$ cat config.mk
export PLATFORM = sky130hd
export DESIGN_NAME = core_idle_state_resolver
export DESIGN_NICKNAME = d
export VERILOG_FILES = /design/src/shared/idle_pkg.sv /design/src/shared/thread_if.sv /design/src/rtl/core_idle_state_resolver.sv /design/src/rtl/idle_thread_slot.sv
export SDC_FILE = /design/constraint.sdc
export NUM_CORES = 1
export LEC_CHECK = 0
export ABC_CLOCK_PERIOD_IN_PS = 4860
export CAP_MARGIN = 30
export CORE_MARGIN = 10
export CORE_UTILIZATION = 50
export DETAILED_ROUTE_END_ITERATION = 8
export DONT_BUFFER_PORTS = 1
export MAX_ROUTING_LAYER = met4
export REMOVE_ABC_BUFFERS = 1
export SYNTH_ARGS = -nofsm -noshare
export SYNTH_HDL_FRONTEND = slang
export SYNTH_SLANG_ARGS = --single-unit
$ cat constraint.sdc
create_clock -name sys_clk -period 4.86 [get_ports sys_clk]
set_clock_uncertainty 0.05 [all_clocks]
set_input_delay 0.729 -clock sys_clk [delete_from_list [all_inputs] [get_ports sys_clk]]
set_output_delay 0.729 -clock sys_clk [all_outputs]
set_load 0.03 [all_outputs]
$ cat src/shared/idle_pkg.sv
// constants, types and helpers for the core idle state resolver
// ==========================================================
package idle_pkg;

	typedef enum logic [2:0] {CS_C0, CS_C1, CS_C1E, CS_C6, CS_C8, CS_C10} cstate_t;
	typedef enum logic [2:0] {K_ACTIVE, K_SHALLOW, K_FLUSH, K_SAVE, K_CLKOFF, K_VOLT} kstate_t;

	// ==========================================================
	// register map
	localparam logic [7:0] CFG_OFS = 8'h00;
	localparam logic [7:0] TRAP_OFS = 8'h04;
	localparam logic [7:0] STAT_OFS = 8'h08;
	localparam logic [7:0] HINT_OFS = 8'h0C;
	localparam logic [31:0] CFG_RST = 32'h0000_0000;
	localparam logic [31:0] TRAP_RST = 32'h0000_0000;
	localparam int CFG_REDIR_BIT = 0;
	localparam int CFG_DEMOTE_BIT = 1;
	localparam int CFG_MT_BIT = 2;
	localparam int CFG_PKGWAKE_BIT = 3;
	localparam int CFG_IOBRK_DIS_BIT = 4;
	localparam int TRAP_RANGE_LSB = 16;
	localparam int STAT_ACT_LSB = 8;
	localparam int STAT_THR_LSB = 16;

	// ==========================================================
	// deadline tick
	localparam int CLK_NS = 5;
	localparam int TICK_NS = 1000;
	localparam logic [15:0] TICK_CYCLES = 16'((TICK_NS + CLK_NS - 1) / CLK_NS);

	function automatic cstate_t minState(input cstate_t a, input cstate_t b);
		return (a < b) ? a : b;
	endfunction : minState

	function automatic cstate_t lvlState(input logic [1:0] idx);
		case (idx)
			2'h0: return CS_C1;
			2'h1: return CS_C6;
			2'h2: return CS_C8;
			default: return CS_C10;
		endcase
	endfunction : lvlState

endpackage : idle_pkg

$ cat src/shared/thread_if.sv
// per-thread request and state carrier between resolver and thread slot
`timescale 1ns/1ps
interface thread_if;
	import idle_pkg::*;
	logic present;
	logic enter;
	cstate_t enterState;
	logic [3:0] enterHint;
	logic enterTimed;
	logic enterWait;
	logic enterBreak;
	logic [15:0] enterDeadline;
	logic irq;
	logic intEn;
	logic pkgWake;
	logic monHit;
	logic tick;
	cstate_t state;
	logic [3:0] hint;
	modport core(output present, enter, enterState, enterHint, enterTimed, enterWait,
		enterBreak, enterDeadline, irq, intEn, pkgWake, monHit, tick, input state, hint);
	modport slot(input present, enter, enterState, enterHint, enterTimed, enterWait,
		enterBreak, enterDeadline, irq, intEn, pkgWake, monHit, tick, output state, hint);
endinterface : thread_if

$ cat src/rtl/core_idle_state_resolver.sv
// core idle state resolution, legacy port trap and power action sequencing
//
// The implementer's own choices: the address map and the strobed register port.
`timescale 1ns/1ps
module core_idle_state_resolver
	import idle_pkg::*;
#(
	parameter int THREADS = 2,
	parameter int TW = (THREADS > 1) ? $clog2(THREADS) : 1
)
(
	// clock and reset
	input wire logic sys_clk,
	input wire logic srst,
	// register port
	input wire logic [7:0] regAddr,
	input wire logic [31:0] regWdata,
	input wire logic regWr,
	input wire logic regRd,
	output logic [31:0] regRdata_r,
	// thread monitor wait and halt requests
	input wire logic [THREADS-1:0] waitReq,
	input wire logic [THREADS-1:0][2:0] waitState,
	input wire logic [THREADS-1:0][3:0] waitHint,
	input wire logic [THREADS-1:0] waitTimed,
	input wire logic [THREADS-1:0] waitBreakIf,
	input wire logic [THREADS-1:0][15:0] waitDeadline,
	input wire logic [THREADS-1:0] haltReq,
	// legacy idle level port reads
	input wire logic ioRd,
	input wire logic [15:0] ioAddr,
	input wire logic [TW-1:0] ioThread,
	output logic ioPass_r,
	output logic ioTrap_r,
	// wake sources
	input wire logic [THREADS-1:0] irqThread,
	input wire logic [THREADS-1:0] intEnable,
	input wire logic pkgIrq,
	input wire logic [THREADS-1:0] monAccess,
	// power action handshakes
	input wire logic flushDone,
	input wire logic saveDone,
	// core state and actions
	output cstate_t coreState_r,
	output logic [THREADS-1:0] threadActive_r,
	output logic execStop_r,
	output logic clkGate_r,
	output logic lowOpPoint_r,
	output logic flushReq_r,
	output logic saveReq_r,
	output logic clkStop_r,
	output logic voltLower_r
);

	// ==========================================================
	// elaboration check
	if (THREADS < 1 || THREADS > 4) begin : bad_threads
		$error("THREADS must be 1 to 4");
	end
	if (TW < ((THREADS > 1) ? $clog2(THREADS) : 1)) begin : bad_width
		$error("TW too narrow for THREADS");
	end

	// ==========================================================
	// configuration registers
	logic [31:0] cfg_r;
	logic [31:0] trap_r;
	logic [15:0] tickCnt_r;
	logic tick_r;
	kstate_t kState_r;
	kstate_t kState_nxt;
	cstate_t coreState_nxt;
	cstate_t target;
	cstate_t resolved;
	cstate_t effState [THREADS];
	logic [31:0] statWord;
	logic [31:0] hintWord;
	logic [THREADS-1:0] ioSel;
	logic tgtLower;
	logic tgtHit;
	logic [THREADS-1:0] actNow;
	logic [3:0] hintArr [THREADS];

	wire cfgSel = regAddr == CFG_OFS;
	wire trapSel = regAddr == TRAP_OFS;
	wire statSel = regAddr == STAT_OFS;
	wire hintSel = regAddr == HINT_OFS;
	// all features except break on interrupt for redirected reads off until firmware sets them
	wire redirEn = cfg_r[CFG_REDIR_BIT];
	wire demoteEn = cfg_r[CFG_DEMOTE_BIT];
	wire mtEn = cfg_r[CFG_MT_BIT];
	wire pkgWakeEn = cfg_r[CFG_PKGWAKE_BIT];
	wire ioBrkDis = cfg_r[CFG_IOBRK_DIS_BIT];

	always_ff @(posedge sys_clk) begin
		if (srst) begin
			cfg_r <= CFG_RST;
			trap_r <= TRAP_RST;
		end else if (regWr) begin
			if (cfgSel)
				cfg_r <= regWdata;
			if (trapSel)
				trap_r <= regWdata;
		end
	end

	// ==========================================================
	// register read
	wire [31:0] rdMux = cfgSel ? cfg_r :
		trapSel ? trap_r :
		statSel ? statWord :
		hintSel ? hintWord : 32'h0000_0000;

	always_ff @(posedge sys_clk) begin
		if (srst)
			regRdata_r <= 32'h0000_0000;
		else
			regRdata_r <= regRd ? rdMux : 32'h0000_0000;
	end

	// ==========================================================
	// deadline tick divider
	wire tickWrap = tickCnt_r == TICK_CYCLES - 16'h0001;

	always_ff @(posedge sys_clk) begin
		if (srst) begin
			tickCnt_r <= 16'h0000;
			tick_r <= 1'b0;
		end else begin
			tick_r <= tickWrap;
			tickCnt_r <= tickWrap ? 16'h0000 : tickCnt_r + 16'h0001;
		end
	end

	// ==========================================================
	// legacy port trap
	wire [15:0] trapBase = trap_r[15:0];
	wire [2:0] trapRange = trap_r[TRAP_RANGE_LSB +: 3];
	wire [15:0] lvlOfs = ioAddr - trapBase;
	// trap only inside the programmed range
	wire ioHit = redirEn && (ioAddr >= trapBase) && (lvlOfs < {13'h0000, trapRange});
	wire cstate_t ioState = lvlState(lvlOfs[1:0]);

	always_ff @(posedge sys_clk) begin
		if (srst) begin
			ioPass_r <= 1'b0;
			ioTrap_r <= 1'b0;
		end else begin
			// trapped reads never leave as external reads
			ioPass_r <= ioRd && !ioHit;
			ioTrap_r <= ioRd && ioHit;
		end
	end

	// ==========================================================
	// thread slots
	thread_if tif [THREADS] ();

	for (genvar g = 0; g < THREADS; g++) begin : thr
		assign ioSel[g] = ioRd && ioHit && (ioThread == TW'(g));
		// extra threads only with multithreading on
		assign tif[g].present = (g == 0) || (mtEn && (THREADS > 1));
		assign tif[g].enter = waitReq[g] || haltReq[g] || ioSel[g];
		assign tif[g].enterState = waitReq[g] ? cstate_t'(waitState[g]) :
			haltReq[g] ? CS_C1 : ioState;
		assign tif[g].enterHint = waitReq[g] ? waitHint[g] : 4'h0;
		assign tif[g].enterTimed = waitReq[g] && waitTimed[g];
		assign tif[g].enterWait = waitReq[g] || ioSel[g];
		// break on masked interrupt by default
		assign tif[g].enterBreak = waitReq[g] ? waitBreakIf[g] : (ioSel[g] && !ioBrkDis);
		assign tif[g].enterDeadline = waitDeadline[g];
		assign tif[g].irq = irqThread[g];
		assign tif[g].intEn = intEnable[g];
		assign tif[g].pkgWake = pkgIrq && pkgWakeEn;
		assign tif[g].monHit = monAccess[g];
		assign tif[g].tick = tick_r;
		assign effState[g] = tif[g].present ? tif[g].state : CS_C10;
		assign actNow[g] = tif[g].present && (tif[g].state == CS_C0);
		assign hintArr[g] = tif[g].hint;

		idle_thread_slot u_slot (
			.sys_clk(sys_clk),
			.srst(srst),
			.port(tif[g].slot)
		);
	end

	// ==========================================================
	// resolution
	// lowest numerical thread state, falls out at C0
	always_comb begin
		resolved = CS_C10;
		for (int t = 0; t < THREADS; t++)
			resolved = minState(resolved, effState[t]);
	end

	assign target = (demoteEn && (resolved > CS_C1E)) ? CS_C1E : resolved;

	always_comb begin
		statWord = 32'h0000_0000;
		hintWord = 32'h0000_0000;
		statWord[2:0] = coreState_r;
		for (int t = 0; t < THREADS; t++) begin
			statWord[STAT_ACT_LSB + t] = threadActive_r[t];
			statWord[STAT_THR_LSB + 4 * t +: 3] = effState[t];
			hintWord[4 * t +: 4] = hintArr[t];
		end
	end

	// ==========================================================
	// core action sequencer
	always_comb begin
		kState_nxt = kState_r;
		coreState_nxt = coreState_r;
		case (kState_r)
			K_ACTIVE: begin
				if (target != CS_C0) begin
					coreState_nxt = target;
					kState_nxt = (target <= CS_C1E) ? K_SHALLOW : K_FLUSH;
				end
			end
			default: begin
				if (target == CS_C0 || target != coreState_r) begin
					// any change of idle state passes C0
					coreState_nxt = CS_C0;
					kState_nxt = K_ACTIVE;
				end else if (kState_r == K_FLUSH && flushDone) begin
					kState_nxt = K_SAVE;
				end else if (kState_r == K_SAVE && saveDone) begin
					kState_nxt = K_CLKOFF;
				end else if (kState_r == K_CLKOFF) begin
					kState_nxt = K_VOLT;
				end
			end
		endcase
	end

	always_ff @(posedge sys_clk) begin
		if (srst) begin
			kState_r <= K_ACTIVE;
			coreState_r <= CS_C0;
		end else begin
			kState_r <= kState_nxt;
			coreState_r <= coreState_nxt;
		end
	end

	// actions from next sequencer and core state, thread active flags from thread states
	always_ff @(posedge sys_clk) begin
		if (srst) begin
			execStop_r <= 1'b0;
			clkGate_r <= 1'b0;
			lowOpPoint_r <= 1'b0;
			flushReq_r <= 1'b0;
			saveReq_r <= 1'b0;
			clkStop_r <= 1'b0;
			voltLower_r <= 1'b0;
			threadActive_r <= '0;
		end else begin
			execStop_r <= kState_nxt != K_ACTIVE;
			clkGate_r <= kState_nxt == K_SHALLOW;
			lowOpPoint_r <= (kState_nxt == K_SHALLOW) && (coreState_nxt == CS_C1E);
			flushReq_r <= kState_nxt == K_FLUSH;
			saveReq_r <= kState_nxt == K_SAVE;
			clkStop_r <= (kState_nxt == K_CLKOFF) || (kState_nxt == K_VOLT);
			voltLower_r <= kState_nxt == K_VOLT;
			threadActive_r <= actNow;
		end
	end

	// ==========================================================
	// checks
	always_comb begin
		tgtLower = 1'b0;
		tgtHit = 1'b0;
		for (int t = 0; t < THREADS; t++) begin
			tgtLower = tgtLower || (effState[t] < coreState_r);
			tgtHit = tgtHit || (effState[t] == coreState_r);
		end
	end
endmodule : core_idle_state_resolver

$ cat src/rtl/idle_thread_slot.sv
// one thread's idle state, wake conditions and deadline count
`timescale 1ns/1ps
module idle_thread_slot
	import idle_pkg::*;
(
	// clock and reset
	input wire logic sys_clk,
	input wire logic srst,
	// thread carrier
	thread_if.slot port
);

	cstate_t state_r;
	logic [3:0] hint_r;
	logic [15:0] deadline_r;
	logic timed_r;
	logic wait_r;
	logic breakIf_r;

	// ==========================================================
	// wake decode
	wire idle = state_r != CS_C0;
	wire irqWake = port.irq && (port.intEn || breakIf_r);
	wire monWake = port.monHit && wait_r;
	wire timeWake = timed_r && port.tick && (deadline_r == 16'h0000);
	wire wake = idle && (irqWake || port.pkgWake || monWake || timeWake);
	wire take = !idle && port.enter && (port.enterState != CS_C0);

	// ==========================================================
	// state register
	always_ff @(posedge sys_clk) begin
		if (srst || !port.present) begin
			state_r <= CS_C0;
			hint_r <= 4'h0;
			deadline_r <= 16'h0000;
			timed_r <= 1'b0;
			wait_r <= 1'b0;
			breakIf_r <= 1'b0;
		end else if (wake) begin
			state_r <= CS_C0;
			timed_r <= 1'b0;
			wait_r <= 1'b0;
		end else if (take) begin
			state_r <= port.enterState;
			hint_r <= port.enterHint;
			deadline_r <= port.enterDeadline;
			timed_r <= port.enterTimed;
			wait_r <= port.enterWait;
			breakIf_r <= port.enterBreak;
		end else if (idle && timed_r && port.tick) begin
			deadline_r <= deadline_r - 16'h0001;
		end
	end

	assign port.state = state_r;
	assign port.hint = hint_r;
endmodule : idle_thread_slot

==> impl_metrics.json, run 1 <==
{
  "outcome": "finished clean",
  "rsz0062_at_grt": "false",
  "worst_pin_slew_ns": 1.01,
  "synthDistinctLibCells": 81,
  "synth_fa_ha_area_share_pct": 3.52,
  "post_dp_cell_area_sq_um": 9260,
  "routedWlPerCell_um": 20.2,
  "fin_crit_ns": 4.28,
  "dp.cells": 1351,
  "cp.required_ns": 5.19,
  "drv_slew": 0,
  "drt.antenna.violating_nets": 0,
  "num_vias": 8373,
  "clk_latency_ns": 0.44,
  "h-tree-depth": 4,
  "cts.sink_count": 182,
  "postLayoutCoreUtil_pct": 55.1,
  "reg2reg_depth": 13,
  "synth_edf_count": 0,
  "tns_ns": 0,
  "min_path_type": "primary input to flop",
  "hold_viol_final": 0,
  "diodes": 0,
  "initial_utilization_pct": 50.8,
  "avgSynthCellArea_sq_um": 7.79,
  "place_congestion": 0.903,
  "drtIter0Drc": 529,
  "grt.overflow.total": 0,
  "cts_hold_buf": 0,
  "layout-drive-gt1-share_pct": 7.02,
  "relSlewSlack_pct": 30.9,
  "ys_ff_latch": 182,
  "total_power_mw": 3.53,
  "grt_pass1_wl_um": 43400,
  "synth_top_family_by_area": "simple AND/OR/NAND/NOR gates",
  "powerDensity_nw_per_um2": 358,
  "die_area_sq_um": 24000,
  "syn_area_sq_um": 9100,
  "nets": 1291,
  "critPathCaptureType": "flop",
  "die_h_um": 155,
  "via_per_inst": 6.05,
  "worstSetupStartpointType": "primary input",
  "maxCapViolCount": 0,
  "core_area_sq_um": 17900,
  "worst-path-max-fanout": 10,
  "yosysWarnings": 0,
  "stdcell_count": 1383,
  "antenna_found_initial": 0,
  "numCtsBuffers": 17,
  "cts_resized": 0,
  "holdPathEnd": "tick_r",
  "cts_setup_buffers": 0,
  "portBuffers": 0,
  "rows": 49,
  "period_share_pct": 88.1,
  "peakVddDrop_uv": 299,
  "dp_hpwl_um": 20100,
  "synth_xor_area_share_pct": 1.93,
  "yosysSeqAreaShare_pct": 40.0,
  "synthFlopType": "dfxtp_1",
  "grt_use_total_pct": 23.0,
  "clkTransAtPathRegs_ns": 0.07,
  "max_freq_ghz": 0.234,
  "rrSetupSlack_ns": 0.59,
  "synthArstFlopShare_pct": 0,
  "first_global_vias": 7910,
  "path_class": "primary input to flop",
  "synth_compound_area_share_pct": 24.4,
  "hold_depth": 1,
  "finish.instance_area_sq_um": 9870,
  "drc": 0,
  "num_io_pins": 171,
  "area_delta_synth_final_pct": 8.44,
  "r2r_start": "trap_r[0]",
  "cts-root-buf": "clkbuf_16",
  "cts.path.max_buffers": 2,
  "postSynthCellCount": 1168,
  "cts_tree": "built",
  "setup_viol": 0,
  "worstPathArrival_ns": 4.61,
  "grt_start_max_net_pins": 91,
  "min_from": "srst",
  "muxShareOfSynthArea_pct": 0.908,
  "nFillCells": 1737,
  "leakage_nw": 3.54,
  "r2r-end": "thr[1].u_slot.deadline_r[3]",
  "yosys.area_share.simple_pct": 24.6,
  "wl_um": 28000,
  "firstDrtPassIters": 5,
  "die_w_um": 155
}
metrics by stage:
step | hold WS (ns) | setup slack, ns
after floorplan | 0.380 | 0.314
after global placement | 0.388 | 0.181
after detailed placement | 0.392 | 0.0835
after CTS | 0.326 | 0.532
after global routing | 0.320 | 0.376
final | 0.346 | 0.580
power by group:
part	switching [mW]	total, mW	leakage, nW	internal, mW
clock network	0.665	1.43	0.300	0.764
logic	0.282	0.467	1.77	0.185
registers	0.0895	1.64	1.47	1.55
layout by cell type, fill, tap and decap left out, types with 9 or more instances in the layout:
master / netlist / final
a211oi_1: 17 / 17
a21oi_1: 129 / 129
a22oi_1: 21 / 21
a31oi_1: 16 / 16
and3_1: 12 / 12
buf_4: 1 / 16
clkbuf_16: 0 / 17
dfxtp_1: 182 / 182
ha_1: 24 / 24
inv_1: 43 / 43
nand2_1: 204 / 204
nand2b_1: 9 / 9
nand3_1: 23 / 23
nand4_1: 14 / 14
nor2_1: 122 / 122
nor3_1: 37 / 36
nor4_1: 10 / 10
o211ai_1: 9 / 9
o21ai_0: 50 / 50
or3_1: 15 / 15
xnor2_1: 10 / 10
xor2_1: 10 / 10
worst max path at each step:
| stage | startpoint | to | slack (ns) | cells past startpoint |
|---|---|---|---|---|
| global route | trap_r[0] | thr[1].u_slot.deadline_r[2] | 0.38 | 13 |
| finish | ioAddr[0] | thr[1].u_slot.deadline_r[3] | 0.58 | 14 |
| global placement | ioAddr[0] | thr[1].u_slot.deadline_r[2] | 0.18 | 14 |
| CTS | trap_r[0] | thr[1].u_slot.deadline_r[3] | 0.53 | 13 |
| floorplan | ioAddr[0] | thr[1].u_slot.deadline_r[2] | 0.31 | 14 |
| detailed placement | ioAddr[0] | thr[1].u_slot.deadline_r[3] | 0.08 | 14 |
layout make-up:
class	count	area (sq um)	area share [%]
inverter	44	165	1.67
sequential	182	3640	36.9
timing repair buffer	16	120	1.22
clock inverter	13	155	1.57
multi-input combinational	880	5040	51.1
tap	229	287	2.90
clock buffer	19	453	4.59
state kept, by name, summed over array words and instances (netlist names):
signal	flops
thr.u_slot.port.hint	8
saveReq_r	1
ioTrap_r	1
thr.u_slot.wait_r	2
threadActive_r	2
coreState_r	3
lowOpPoint_r	1
regRdata_r	32
clkStop_r	1
cfg_r	32
execStop_r	1
tick_r	1
clkGate_r	1
flushReq_r	1
thr.u_slot.port.state	6
ioPass_r	1
thr.u_slot.breakIf_r	2
kState_r	3
tickCnt_r	16
thr.u_slot.timed_r	2
trap_r	32
voltLower_r	1
thr.u_slot.deadline_r	32
synthesized netlist by cell type, types with 4 or more instances:
cell,number,area (sq um)
nand2_1,204,766
dfxtp_1,182,3640
a21oi_1,129,646
nor2_1,122,458
clkbuf_1,54,203
o21ai_0,50,250
inv_1,43,161
nor3_1,37,185
ha_1,24,300
nand3_1,23,115
a22oi_1,21,158
a211oi_1,17,128
a31oi_1,16,100
or3_1,15,93.8
nand4_1,14,87.6
and3_1,12,75.1
nor4_1,10,62.6
xnor2_1,10,87.6
xor2_1,10,87.6
nand2b_1,9,56.3
o211ai_1,9,67.6
a211o_2,8,80.1
a21o_1,8,60.1
a221o_1,8,80.1
a2111oi_0,7,61.3
a211o_1,7,61.3
nor2b_1,7,43.8
and2_1,6,37.5
mux2i_1,6,60.1
o31a_1,5,43.8
o31ai_1,5,37.5
or2_2,5,31.3
a21boi_0,4,30.0
a41oi_1,4,35.0
and4_1,4,35.0
buf_2,4,20.0
o21a_1,4,30.0
logic make-up (layout without fill, tap and decap cells):
| group | after synthesis | count (layout) |
|---|---|---|
| flip-flops | 182 | 182 |
| multiplexers | 8 | 8 |
| adder cells (fa/ha/maj) | 25 | 25 |
| AO/OA/AOI/OAI | 338 | 338 |
| AND/OR/NAND/NOR | 489 | 489 |
| XOR/XNOR | 20 | 20 |
| buffers and inverters | 106 | 92 |
metal layers:
layer | global-route usage (%) | routed length (um)
met1 | 29.5 | 12600
met2 | 33.6 | 12400
met3 | 7.72 | 2410
met4 | 7.20 | 570
met5 | - | 0
worst max-delay path: stages:
cell and delay, ns:
inv_1 0.03, ha_1 0.24, fa_1 0.52, inv_1 0.07
ha_1 0.26, a21boi_0 0.12, o21ai_0 0.15, nand4b_1 0.11
a211o_1 0.27, or4_1 0.52, or3_1 0.45, o31a_4 0.44
nor3_4 0.45, a221o_2 0.23
Power figures use the tool's default switching activity.
==> inputs of run 2 (changes only) <==
--- a/config.mk
+++ b/config.mk
@@ -5,8 +5,9 @@
 export SDC_FILE = /design/constraint.sdc
 export NUM_CORES = 1
 export LEC_CHECK = 0
-export ABC_CLOCK_PERIOD_IN_PS = 4860
+export ABC_CLOCK_PERIOD_IN_PS = 5450
 export CAP_MARGIN = 30
+export CORE_ASPECT_RATIO = 0.75
 export CORE_MARGIN = 10
 export CORE_UTILIZATION = 50
 export DETAILED_ROUTE_END_ITERATION = 8
==> constraint.sdc (replaced) <==
create_clock -name sys_clk -period 5.45 [get_ports sys_clk]
set_clock_uncertainty 0.05 [all_clocks]
set_input_delay 0.8175 -clock sys_clk [delete_from_list [all_inputs] [get_ports sys_clk]]
set_output_delay 0.8175 -clock sys_clk [all_outputs]
set_load 0.03 [all_outputs]
==> impl_metrics.json, run 2 (same netlist as run 1, synthesis figures left out) <==
{
  "outcome": "finished clean",
  "clk_latency_ns": 0.44,
  "num_vias": 8220,
  "h-tree-depth": 4,
  "seqCellArea_sq_um": 3640,
  "first_global_vias": 7734,
  "grt_start_max_net_pins": 91,
  "cts-root-buf": "clkbuf_16",
  "core_area_sq_um": 17800,
  "worstPathArrival_ns": 4.87,
  "die_h_um": 137,
  "cts_resized": 0,
  "cp.required_ns": 5.80,
  "layout-drive-gt1-share_pct": 6.69,
  "relSlewSlack_pct": 31.6,
  "peakVddDrop_uv": 205,
  "path_class": "primary input to flop",
  "drv_slew": 0,
  "min_path_type": "flop to flop",
  "max_freq_ghz": 0.221,
  "dp_hpwl_um": 19900,
  "routedWlPerCell_um": 19.8,
  "cts.path.max_buffers": 2,
  "firstDrtPassIters": 5,
  "drt.antenna.violating_nets": 0,
  "grt.overflow.total": 0,
  "grt_pass1_wl_um": 43100,
  "antenna_found_initial": 2,
  "grt_use_total_pct": 23.3,
  "clkTransAtPathRegs_ns": 0.08,
  "via_per_inst": 5.89,
  "cts_hold_buf": 0,
  "portBuffers": 0,
  "place_congestion": 0.914,
  "period_share_pct": 83.0,
  "maxCapViolCount": 0,
  "cts.sink_count": 182,
  "worst-path-max-fanout": 10,
  "num_io_pins": 171,
  "critPathCaptureType": "flop",
  "nets": 1288,
  "rsz0062_at_grt": "false",
  "setup_viol": 0,
  "drtIter0Drc": 965,
  "die_area_sq_um": 24000,
  "multiInputGateArea_sq_um": 5040,
  "worst_pin_slew_ns": 1.02,
  "wl_um": 27700,
  "die_w_um": 176,
  "area_delta_synth_final_pct": 8.24,
  "leakage_nw": 3.51,
  "fin_crit_ns": 4.52,
  "rows": 42,
  "nFillCells": 1791,
  "cts_tree": "built",
  "cts_setup_buffers": 0,
  "numCtsBuffers": 17,
  "rrSetupSlack_ns": 0.98,
  "drc": 0,
  "worstSetupStartpointType": "primary input",
  "final_common_cell": "nand2_1",
  "total_power_mw": 3.14,
  "final_cell_mix": "nand2_1 (204), dfxtp_1 (182), a21oi_1 (129)",
  "hold_viol_final": 0,
  "initial_utilization_pct": 51.2,
  "tns_ns": 0,
  "powerDensity_nw_per_um2": 319
}
[run 2: changes by cell type in the layout (fill, tap and decap cells not counted), sizes merged]
cell	before	now
diode	0	2
buf	16	13
clkbuf	19	18
inv	50	51
[run 2: area by class of cell]
class | count | share of cell area (%)
Multi-Input combinational cell | 880 | 51.2
Tap cell | 242 | 3.07
Inverter | 44 | 1.68
Timing Repair Buffer | 13 | 0.991
Clock buffer | 18 | 4.36
Sequential cell | 182 | 37.0
Clock inverter | 14 | 1.64
Antenna cell | 2 | 0.0508
[run 2: final timing paths]
check,cells past startpoint,start,end
max,14,ioAddr[0],thr[1].u_slot.deadline_r[3]
min,2,cfg_r[22],cfg_r[22]
max reg2reg,13,trap_r[0],thr[1].u_slot.deadline_r[3]
min reg2reg,2,cfg_r[22],cfg_r[22]
[run 2: stage by stage]
step	cell area (sq um)	hold slack (ns)	util (%)	std cells	setup WS [ns]
4_1_cts	9840	0.397	55.4	1393	0.887
5_1_grt	9850	0.401	55.4	1395	0.708
6_report	9850	0.403	55.4	1395	0.925
2_1_floorplan	8840	0.380	-	1106	0.815
3_3_place_gp	9250	0.389	52.1	1361	0.556
3_5_place_dp	9250	0.392	52.1	1361	0.431
[run 2: report_power, final]
part | total (mW) | internal (mW) | switching, mW
sequential | 1.46 | 1.38 | 0.0793
combinational | 0.426 | 0.165 | 0.261
clock | 1.26 | 0.656 | 0.601
[run 2: worst max-delay path, cell delays in order]
cell,delay [ns]
inv_1,0.02
ha_1,0.24
fa_1,0.64
inv_1,0.09
ha_1,0.27
a21boi_0,0.12
o21ai_0,0.15
nand4b_1,0.12
a211o_1,0.27
or4_1,0.53
or3_1,0.47
o31a_4,0.45
nor3_4,0.44
a221o_2,0.23
[run 2: per-layer routing]
metal  wire, um  share of wire [%]  GRT usage (%)
met1      13100                 47           31.3
met4        225               0.81           4.74
met2      11900                 43           33.5
met5          0                  0              -
met3       2460                8.9           7.46
